<file path="src/include/ref_exchange_pkg.sv">
// constants, enumerations and carriers shared by the reference exchange block
package ref_exchange_pkg;

	// ----------------------------------------------------------------
	// clock and link timing
	// ----------------------------------------------------------------
	localparam int unsigned CLK_HZ = 125_000_000;
	localparam int unsigned LINK_BAUD = 115_200;
	localparam int unsigned BIT_CYCLES = CLK_HZ / LINK_BAUD;
	localparam int unsigned HALF_BIT_CYCLES = BIT_CYCLES / 2;
	localparam int unsigned BITS_PER_CHAR = 10;
	localparam int unsigned CHARS_PER_FRAME = 3;
	localparam int unsigned FRAME_BITS = BITS_PER_CHAR * CHARS_PER_FRAME;
	localparam int unsigned EXCH_PERIOD_US = 5000;
	localparam int unsigned EXCH_PERIOD_CYCLES = (CLK_HZ / 1_000_000) * EXCH_PERIOD_US;
	localparam int unsigned GAP_CHARS = 3;
	localparam int unsigned GAP_CYCLES = BIT_CYCLES * BITS_PER_CHAR * GAP_CHARS;
	localparam int unsigned CNT_W = 11;
	localparam int unsigned PERIOD_W = 24;

	// ----------------------------------------------------------------
	// value formats (100.00 % = 10000 counts, ratio 1.0000 = 10000)
	// ----------------------------------------------------------------
	localparam int unsigned VALUE_W = 16;
	localparam int unsigned SEL_W = 10;
	localparam logic [SEL_W-1:0] SEL_MAX = 10'h2D0;
	localparam logic [SEL_W-1:0] SEL_DISCONNECT = 10'h190;
	localparam logic signed [VALUE_W-1:0] SCALE_ONE = 16'sh2710;
	localparam logic signed [VALUE_W-1:0] SCALE_DEFAULT = 16'sh2710;
	localparam logic signed [VALUE_W-1:0] VALUE_LIMIT = 16'sh7530;
	localparam logic [7:0] CHECK_SEED = 8'hA5;

	// ----------------------------------------------------------------
	// enumerations and carriers
	// ----------------------------------------------------------------
	typedef enum logic {ROLE_MASTER = 1'b0, ROLE_SLAVE = 1'b1} port_role_t;
	typedef enum logic {POL_NON_INVERT = 1'b0, POL_INVERT = 1'b1} polarity_t;

	typedef struct packed {
		port_role_t port_role_select;
		logic signed [VALUE_W-1:0] receive_scale_factor;
		polarity_t receive_polarity;
		logic [SEL_W-1:0] transmit_source_select;
		logic [SEL_W-1:0] receive_destination_select;
	} exchange_cfg_t;

	localparam exchange_cfg_t CFG_RESET = '{ROLE_MASTER, SCALE_DEFAULT, POL_NON_INVERT,
		SEL_DISCONNECT, SEL_DISCONNECT};

	typedef struct packed {
		logic [7:0] data;
		logic valid;
		logic frame_err;
	} rx_char_t;

	typedef struct packed {
		logic [SEL_W-1:0] index;
		logic signed [VALUE_W-1:0] value;
		logic write;
	} dest_write_t;

endpackage

</file>
<file path="src/core/serial_reference_exchange.sv">
// reference exchange over the first serial port: master/slave chain of one signed value
`timescale 1ns/1ns
`default_nettype none
//
// Contract
// - role follows the port role setting
// - master sends on its own, still receives
// - slave waits, replies at once on reception
// - received value times signed ratio, default one
// - optional negation of received value
// - received value shown on monitor, both roles
// - outgoing value shown on monitor before sending
// - outgoing value from selected source, 400 disconnected
// - same source value sent in both roles
// - processed value written to chosen destination
// - two units: master uses slave as function
module serial_reference_exchange
	import ref_exchange_pkg::*;
#(
	parameter int unsigned PERIOD_CYCLES = EXCH_PERIOD_CYCLES,
	parameter int unsigned GAP_LIMIT = GAP_CYCLES
) (
	input wire logic clk_sys,
	input wire logic arst_n,
	input wire exchange_cfg_t cfg,
	input wire logic link_rx,
	output logic link_tx,
	output logic [SEL_W-1:0] source_index,
	input wire logic signed [VALUE_W-1:0] source_value,
	output dest_write_t dest,
	output logic signed [VALUE_W-1:0] receive_value_monitor,
	output logic signed [VALUE_W-1:0] transmit_value_monitor,
	input wire logic error_clear,
	output logic error_flag,
	output logic tx_busy
);

	typedef enum logic [1:0] {TX_IDLE = 2'b00, TX_SEND = 2'b01} tx_state_t;

	// ----------------------------------------------------------------
	// configuration hold and receive pin synchroniser
	// ----------------------------------------------------------------
	exchange_cfg_t cfg_q;
	logic rx_meta, rx_sync;
	rx_char_t rx_char;

	always_ff @(posedge clk_sys or negedge arst_n) begin
		if (!arst_n) begin
			cfg_q <= CFG_RESET;
			rx_meta <= 1'b1;
			rx_sync <= 1'b1;
		end else begin
			cfg_q <= cfg;
			rx_meta <= link_rx;
			rx_sync <= rx_meta;
		end
	end

	serial_char_rx u_rx (
		.clk_sys(clk_sys),
		.arst_n(arst_n),
		.rx_level(rx_sync),
		.rx_char(rx_char)
	);

	// ----------------------------------------------------------------
	// frame assembly: low byte, high byte, check byte
	// ----------------------------------------------------------------
	logic [1:0] char_idx, next_char_idx;
	logic [7:0] low_byte, next_low_byte;
	logic [7:0] high_byte, next_high_byte;
	logic [PERIOD_W-1:0] gap_cnt, next_gap_cnt;
	logic rx_done, next_rx_done;
	logic signed [VALUE_W-1:0] rx_word, next_rx_word;
	logic rx_bad;

	always_comb begin
		next_char_idx = char_idx;
		next_low_byte = low_byte;
		next_high_byte = high_byte;
		next_gap_cnt = '0;
		next_rx_done = 1'b0;
		next_rx_word = rx_word;
		rx_bad = 1'b0;
		if (rx_char.frame_err) begin
			next_char_idx = '0;
			rx_bad = 1'b1;
		end else if (rx_char.valid) begin
			case (char_idx)
				2'h0: begin
					next_low_byte = rx_char.data;
					next_char_idx = 2'h1;
				end
				2'h1: begin
					next_high_byte = rx_char.data;
					next_char_idx = 2'h2;
				end
				default: begin
					next_char_idx = '0;
					if (rx_char.data == (low_byte ^ high_byte ^ CHECK_SEED)) begin
						next_rx_word = {high_byte, low_byte};
						next_rx_done = 1'b1;
					end else begin
						rx_bad = 1'b1;
					end
				end
			endcase
		end else if (char_idx != 2'h0) begin
			next_gap_cnt = gap_cnt + 1'b1;
			// a frame that stalls between characters is thrown away
			if (gap_cnt == PERIOD_W'(GAP_LIMIT - 1)) begin
				next_char_idx = '0;
				next_gap_cnt = '0;
				rx_bad = 1'b1;
			end
		end
	end

	always_ff @(posedge clk_sys or negedge arst_n) begin
		if (!arst_n) begin
			char_idx <= '0;
			low_byte <= '0;
			high_byte <= '0;
			gap_cnt <= '0;
			rx_done <= 1'b0;
			rx_word <= '0;
		end else begin
			char_idx <= next_char_idx;
			low_byte <= next_low_byte;
			high_byte <= next_high_byte;
			gap_cnt <= next_gap_cnt;
			rx_done <= next_rx_done;
			rx_word <= next_rx_word;
		end
	end

	// ----------------------------------------------------------------
	// receive processing: sign, ratio, limit, monitor, destination
	// ----------------------------------------------------------------
	logic signed [VALUE_W:0] signed_in;
	logic signed [2*VALUE_W+1:0] product, next_product;
	logic signed [2*VALUE_W+1:0] quotient;
	logic prod_valid, next_prod_valid;
	logic signed [VALUE_W-1:0] next_rx_mon;
	dest_write_t next_dest;

	always_comb begin
		signed_in = (cfg_q.receive_polarity == POL_INVERT) ? -{rx_word[VALUE_W-1], rx_word}
			: {rx_word[VALUE_W-1], rx_word};
		next_product = product;
		next_prod_valid = rx_done;
		if (rx_done) begin
			next_product = signed_in * cfg_q.receive_scale_factor;
		end
		quotient = product / (2*VALUE_W+2)'(SCALE_ONE);
		next_rx_mon = receive_value_monitor;
		next_dest = '{index: cfg_q.receive_destination_select, value: dest.value, write: 1'b0};
		if (prod_valid) begin
			// hold the monitor inside its +/-300.00 % span
			if (quotient > (2*VALUE_W+2)'(VALUE_LIMIT)) begin
				next_rx_mon = VALUE_LIMIT;
			end else if (quotient < -(2*VALUE_W+2)'(VALUE_LIMIT)) begin
				next_rx_mon = -VALUE_LIMIT;
			end else begin
				next_rx_mon = quotient[VALUE_W-1:0];
			end
			next_dest.value = next_rx_mon;
			next_dest.write = (cfg_q.receive_destination_select != SEL_DISCONNECT)
				&& (cfg_q.receive_destination_select <= SEL_MAX);
		end
	end

	always_ff @(posedge clk_sys or negedge arst_n) begin
		if (!arst_n) begin
			product <= '0;
			prod_valid <= 1'b0;
			receive_value_monitor <= '0;
			dest <= '{index: SEL_DISCONNECT, value: '0, write: 1'b0};
		end else begin
			product <= next_product;
			prod_valid <= next_prod_valid;
			receive_value_monitor <= next_rx_mon;
			dest <= next_dest;
		end
	end

	// ----------------------------------------------------------------
	// error flag: hardware set wins over clear
	// ----------------------------------------------------------------
	logic next_error_flag;

	always_comb begin
		next_error_flag = error_flag;
		if (error_clear) begin
			next_error_flag = 1'b0;
		end
		if (rx_bad) begin
			next_error_flag = 1'b1;
		end
	end

	always_ff @(posedge clk_sys or negedge arst_n) begin
		if (!arst_n) begin
			error_flag <= 1'b0;
		end else begin
			error_flag <= next_error_flag;
		end
	end

	// ----------------------------------------------------------------
	// transmit trigger: master period or slave reception
	// ----------------------------------------------------------------
	logic [PERIOD_W-1:0] period_cnt, next_period_cnt;
	logic period_tick;
	logic tx_request;
	logic pending, next_pending;

	always_comb begin
		next_period_cnt = '0;
		period_tick = 1'b0;
		if (cfg_q.port_role_select == ROLE_MASTER) begin
			next_period_cnt = period_cnt + 1'b1;
			if (period_cnt == PERIOD_W'(PERIOD_CYCLES - 1)) begin
				next_period_cnt = '0;
				period_tick = 1'b1;
			end
		end
		tx_request = (cfg_q.port_role_select == ROLE_MASTER) ? period_tick
			: rx_done;
	end

	// ----------------------------------------------------------------
	// transmit shifter: three characters, LSB first, idle high
	// ----------------------------------------------------------------
	tx_state_t tx_state, next_tx_state;
	logic [FRAME_BITS-1:0] tx_shift, next_tx_shift;
	logic [4:0] tx_bits, next_tx_bits;
	logic [CNT_W-1:0] tx_cnt, next_tx_cnt;
	logic signed [VALUE_W-1:0] tx_value;
	logic signed [VALUE_W-1:0] next_tx_mon;
	logic [7:0] tx_check;
	logic next_link_tx;

	always_comb begin
		// disconnected or out-of-range source sends zero
		if (cfg_q.transmit_source_select == SEL_DISCONNECT
			|| cfg_q.transmit_source_select > SEL_MAX) begin
			tx_value = '0;
		end else if (source_value > VALUE_LIMIT) begin
			tx_value = VALUE_LIMIT;
		end else if (source_value < -VALUE_LIMIT) begin
			tx_value = -VALUE_LIMIT;
		end else begin
			tx_value = source_value;
		end
		tx_check = tx_value[7:0] ^ tx_value[15:8] ^ CHECK_SEED;
		next_tx_state = tx_state;
		next_tx_shift = tx_shift;
		next_tx_bits = tx_bits;
		next_tx_cnt = tx_cnt;
		next_tx_mon = transmit_value_monitor;
		next_link_tx = link_tx;
		next_pending = pending;
		if (tx_request) begin
			next_pending = 1'b1;
		end
		case (tx_state)
			TX_IDLE: begin
				next_link_tx = 1'b1;
				if (pending) begin
					next_pending = tx_request;
					next_tx_mon = tx_value;
					next_tx_shift = {1'b1, tx_check, 1'b0, 1'b1, tx_value[15:8], 1'b0,
						1'b1, tx_value[7:0], 1'b0};
					next_tx_bits = '0;
					next_tx_cnt = '0;
					next_tx_state = TX_SEND;
				end
			end
			TX_SEND: begin
				next_link_tx = tx_shift[0];
				next_tx_cnt = tx_cnt + 1'b1;
				if (tx_cnt == CNT_W'(BIT_CYCLES - 1)) begin
					next_tx_cnt = '0;
					next_tx_shift = {1'b1, tx_shift[FRAME_BITS-1:1]};
					next_tx_bits = tx_bits + 1'b1;
					if (tx_bits == 5'(FRAME_BITS - 1)) begin
						next_tx_state = TX_IDLE;
					end
				end
			end
			default: begin
				next_tx_state = TX_IDLE;
			end
		endcase
	end

	always_ff @(posedge clk_sys or negedge arst_n) begin
		if (!arst_n) begin
			period_cnt <= '0;
			pending <= 1'b0;
			tx_state <= TX_IDLE;
			tx_shift <= '1;
			tx_bits <= '0;
			tx_cnt <= '0;
			transmit_value_monitor <= '0;
			link_tx <= 1'b1;
		end else begin
			period_cnt <= next_period_cnt;
			pending <= next_pending;
			tx_state <= next_tx_state;
			tx_shift <= next_tx_shift;
			tx_bits <= next_tx_bits;
			tx_cnt <= next_tx_cnt;
			transmit_value_monitor <= next_tx_mon;
			link_tx <= next_link_tx;
		end
	end

	assign source_index = cfg_q.transmit_source_select;
	assign tx_busy = (tx_state != TX_IDLE) || pending;

endmodule
`default_nettype wire

</file>
<file path="src/core/serial_char_rx.sv">
// one-character asynchronous receiver for the exchange link
`timescale 1ns/1ns
`default_nettype none
module serial_char_rx
	import ref_exchange_pkg::*;
(
	input wire logic clk_sys,
	input wire logic arst_n,
	input wire logic rx_level,
	output rx_char_t rx_char
);

	typedef enum logic [1:0] {RX_IDLE = 2'b00, RX_START = 2'b01, RX_DATA = 2'b11,
		RX_STOP = 2'b10} rx_state_t;

	rx_state_t state, next_state;
	logic [CNT_W-1:0] cnt, next_cnt;
	logic [2:0] bit_idx, next_bit_idx;
	logic [7:0] shift, next_shift;
	rx_char_t next_rx_char;

	// ----------------------------------------------------------------
	// start detect, mid-bit sampling, stop check
	// ----------------------------------------------------------------
	always_comb begin
		next_state = state;
		next_cnt = cnt;
		next_bit_idx = bit_idx;
		next_shift = shift;
		next_rx_char = '{data: shift, valid: 1'b0, frame_err: 1'b0};
		case (state)
			RX_IDLE: begin
				next_cnt = '0;
				if (!rx_level) begin
					next_state = RX_START;
				end
			end
			RX_START: begin
				next_cnt = cnt + 1'b1;
				if (cnt == CNT_W'(HALF_BIT_CYCLES)) begin
					next_cnt = '0;
					next_bit_idx = '0;
					// a glitch shorter than half a bit is not a start
					next_state = rx_level ? RX_IDLE : RX_DATA;
				end
			end
			RX_DATA: begin
				next_cnt = cnt + 1'b1;
				if (cnt == CNT_W'(BIT_CYCLES - 1)) begin
					next_cnt = '0;
					next_shift = {rx_level, shift[7:1]};
					next_bit_idx = bit_idx + 1'b1;
					if (bit_idx == 3'h7) begin
						next_state = RX_STOP;
					end
				end
			end
			RX_STOP: begin
				next_cnt = cnt + 1'b1;
				if (cnt == CNT_W'(BIT_CYCLES - 1)) begin
					next_cnt = '0;
					next_state = RX_IDLE;
					next_rx_char.valid = rx_level;
					next_rx_char.frame_err = !rx_level;
				end
			end
			default: begin
				next_state = RX_IDLE;
			end
		endcase
	end

	always_ff @(posedge clk_sys or negedge arst_n) begin
		if (!arst_n) begin
			state <= RX_IDLE;
			cnt <= '0;
			bit_idx <= '0;
			shift <= '0;
			rx_char <= '0;
		end else begin
			state <= next_state;
			cnt <= next_cnt;
			bit_idx <= next_bit_idx;
			shift <= next_shift;
			rx_char <= next_rx_char;
		end
	end

endmodule
`default_nettype wire

</file>
<file path="config.mk">
export PLATFORM = sky130hd
export DESIGN_NAME = serial_reference_exchange
export DESIGN_NICKNAME = d
export VERILOG_FILES = /design/src/include/ref_exchange_pkg.sv /design/src/core/serial_reference_exchange.sv /design/src/core/serial_char_rx.sv
export SDC_FILE = /design/constraint.sdc
export NUM_CORES = 2
export LEC_CHECK = 0
export CAP_MARGIN = 30
export CORE_MARGIN = 2
export CORE_UTILIZATION = 46
export DETAILED_ROUTE_END_ITERATION = 10
export DONT_BUFFER_PORTS = 1
export GPL_TIMING_DRIVEN = 1
export PLACE_DENSITY = 0.72
export SKIP_LAST_GASP = 1
export SLEW_MARGIN = 10
export SYNTH_ARGS = -nofsm -noshare
export SYNTH_HDL_FRONTEND = slang
export SYNTH_SLANG_ARGS = --single-unit
</file>
<file path="constraint.sdc">
create_clock -name clk_sys -period 41 [get_ports clk_sys]
set_clock_uncertainty 0.1 [all_clocks]
set_input_delay 4.1 -clock clk_sys [delete_from_list [all_inputs] [get_ports clk_sys]]
set_output_delay 4.1 -clock clk_sys [all_outputs]
set_load 0.03 [all_outputs]
</file>
==> results.txt <==
status = complete, no violations
Crit Path Max Fanout = 30
Crit Path Class = reg -> reg
Die Height = 265.6 µm
Reg2Reg Setup Slack = 16.40 ns
worst-margin pin slew = 1.009 ns
H-tree depth = 2
VDD IR max = 0.03774 mV
RePlAce Congestion = 0.9315
Cell Rows = 95
port bufs = 0
CTS buffer count = 37
wire length per cell = 18.51 µm
most common library cells after synthesis = nand2_1, inv_1, fa_1
Hold Crit Class = reg -> reg
Critical Path End Type = flop
Routed Antenna Nets = 0
CTS max path bufs = 3
HPWL after DPL = 59.74 mm
CTS resizes = 0
# DRC = 0
final wirelength = 80.23 mm
RSZ-0062 raised after global routing = false
RR Endpoint = receive_value_monitor[5]
Die W = 265.6 µm
CTS tree = done
Worst Path Required = 41.36 ns
clock latency on the worst-skew pair = 0.60 ns
first-pass iteration count of the detailed router = 6
Via density = 5.953
Leakage = 0.01500 µW
CTS Hold Buffers Added = 0
setup violators final = 0
Critical R2R Launch = product[5]
fmax = 40.65 MHz
# diodes = 0
total setup buffers inserted after CTS = 0
FF-to-FF path depth = 71
Hold Path Origin = cfg_q[4]
slowest CP cell = o41ai_4
WHS = 0.2469 ns
Tot GR Track Use = 0.2278
crit-path max cell delay = 0.78 ns
hold endpoint = dest[21]
fin nets = 3867
DR iter-0 viols = 1828
Worst setup SP type = flop
Post-synth EDFFs = 0
Synth top area share = 0.1885
io pins = 130
global route overflow = 0
layout cell share with drive strength beyond 1 = 0.1081
Post-synth top flop = dfrtp_1
critical path's top delay family = compound AO/OA/AOI/OAI gates
Worst Path Buf+Inv = 3
Async SR Flop Fraction = 1.000
leading area contributor after synthesis = dfrtp_1
total number of yosys warnings = 0
Worst-path clk slew = 0.07 ns
max-cap violations = 0
synthesized net count = 3961
initial core utilization = 0.4669
Final Hold Fails = 0
Vias = 25800
crit path DAT = 24.96 ns
Final Max Slew Viols = 0
worst slew margin relative to its limit = 0.3273
vias in the first global route = 25560
clk sinks = 283
largest net degree at the start of global routing = 284
Synth Cell Area = 31470 µm²
synth-to-layout area growth = 6.533%
top post-synthesis cells by area = dfrtp_1, fa_1, xnor2_1
total die area = 70520 µm²
setup TNS = 0 ns
Worst Hold Depth = 0
post-synthesis register bit count = 283
core area = 67400 µm²
Synth Area per Inst = 8.922 µm²
Post-Syn Instances = 3527
period utilization = 0.6000
CTS Root Cell = clkbuf_16
Tmin final = 24.60 ns
initial antenna violation count = 3
global-route wire length before repair = 132.9 mm
count leader, synth = nand2_1
synth unique cells = 131
pwr/cell area = 21.81 nW/µm²
post-synthesis sequential area ratio = 0.2269
sequential cells by signal, indices dropped and copies added, names as in the netlist, 2 cells and up:
| signal | cells |
|---|---|
| u_rx.rx_char | 10 |
| u_rx.bit_idx | 3 |
| receive_value_monitor | 16 |
| product | 33 |
| u_rx.cnt | 11 |
| tx_bits | 5 |
| rx_word | 16 |
| source_index | 10 |
| tx_shift | 29 |
| u_rx.state | 2 |
| cfg_q | 28 |
| high_byte | 8 |
| transmit_value_monitor | 16 |
| period_cnt | 24 |
| char_idx | 2 |
| low_byte | 8 |
| tx_cnt | 11 |
| gap_cnt | 24 |
| dest | 11 |
| u_rx.shift | 8 |
worst max path at each step:
| stage | from | end | slack [ns] | cells past startpoint |
|---|---|---|---|---|
| after detailed placement | product[5] | receive_value_monitor[3] | 16.95 | 72 |
| final | product[5] | receive_value_monitor[5] | 16.40 | 71 |
| after global placement | product[5] | receive_value_monitor[7] | 17.21 | 71 |
| after floorplan | product[5] | receive_value_monitor[10] | 21.95 | 79 |
| after CTS | product[5] | receive_value_monitor[3] | 16.86 | 72 |
| after global routing | product[17] | receive_value_monitor[3] | 14.25 | 72 |
worst register-to-register path: cells and delay by family, from the launching register on:
| kind | cells | cell delay [ns] |
|---|---|---|
| XOR/XNOR | 4 | 2.08 |
| buffers and inverters | 3 | 0.79 |
| AO/OA/AOI/OAI | 38 | 12.04 |
| AND/OR/NAND/NOR | 25 | 8.77 |
| adder cells (fa/ha/maj) | 1 | 0.25 |
| flip-flops | 1 | 0.44 |
kinds of logic (layout without fill, tap and decap cells):
family	after synthesis	in the layout	share of synthesized area
buffers and inverters	511	445	0.06652
muxes	100	100	0.03487
xor gates and xnor gates	280	280	0.08008
AOI/OAI and AO/OA	769	769	0.1843
adders and majority gates	386	386	0.2186
DFF	283	283	0.2269
and+or+nand+nor	1198	1198	0.1887
routing by layer:
metal | vias to the layer above | wire, µm | global-route usage
li1 | 12060 | - | -
met1 | 12720 | 34960 | 0.3033
met2 | 848 | 37900 | 0.3838
met4 | 6 | 2322 | 0.06642
met5 | - | 44 | 0
met3 | 170 | 5006 | 0.03527
per-stage QoR:
stage	std cells	power (µW)	instance area (µm²)	utilization	worst slack (ns)
6_report	4334	731.0	33520	0.4974	16.40
3_5_place_dp	4265	372.8	32140	0.4768	16.95
5_1_grt	4334	760.2	33520	0.4974	14.25
2_1_floorplan	3527	360.0	31470	-	21.95
3_3_place_gp	4260	370.9	32060	0.4757	17.21
4_1_cts	4332	740.4	33510	0.4972	16.86
area by class of cell:
| cell class | instances | area [µm²] |
|---|---|---|
| fillers | 6164 | 33870 |
| multi-input cells | 2733 | 22310 |
| flip-flops and latches | 283 | 7142 |
| inverters | 337 | 1265 |
| well taps | 873 | 1092 |
| clock buffers | 43 | 998.5 |
| clock inverters | 24 | 374.1 |
| repair buffers | 41 | 346.6 |
report_power, final:
group / total, µW / switching, µW / internal, µW
Sequential: 331 / 28.5 / 303
Clock: 363 / 146 / 217
Combinational: 36.8 / 19.5 / 17.3
Total: 731 / 194 / 537
layout by cell type, fill, tap and decap left out, drive strengths merged, types with 14 or more instances in the layout:
master / count
a211o: 14
a211oi: 34
a21boi: 15
a21o: 26
a21oi: 124
a311oi: 20
a31oi: 46
and2: 128
and3: 50
and4: 14
buf: 39
clkbuf: 45
dfrtp: 237
dfstp: 46
fa: 276
ha: 100
inv: 341
mux2: 77
mux2i: 23
nand2: 397
nand2b: 25
nand3: 94
nand4: 36
nor2: 218
nor3: 72
nor4: 33
o211ai: 39
o21a: 15
o21ai: 169
o21bai: 25
o22ai: 15
o31ai: 37
o41ai: 22
or2: 37
or3: 34
or4: 21
xnor2: 180
xor2: 100
No activity file was read; power rests on OpenSTA's default activity.
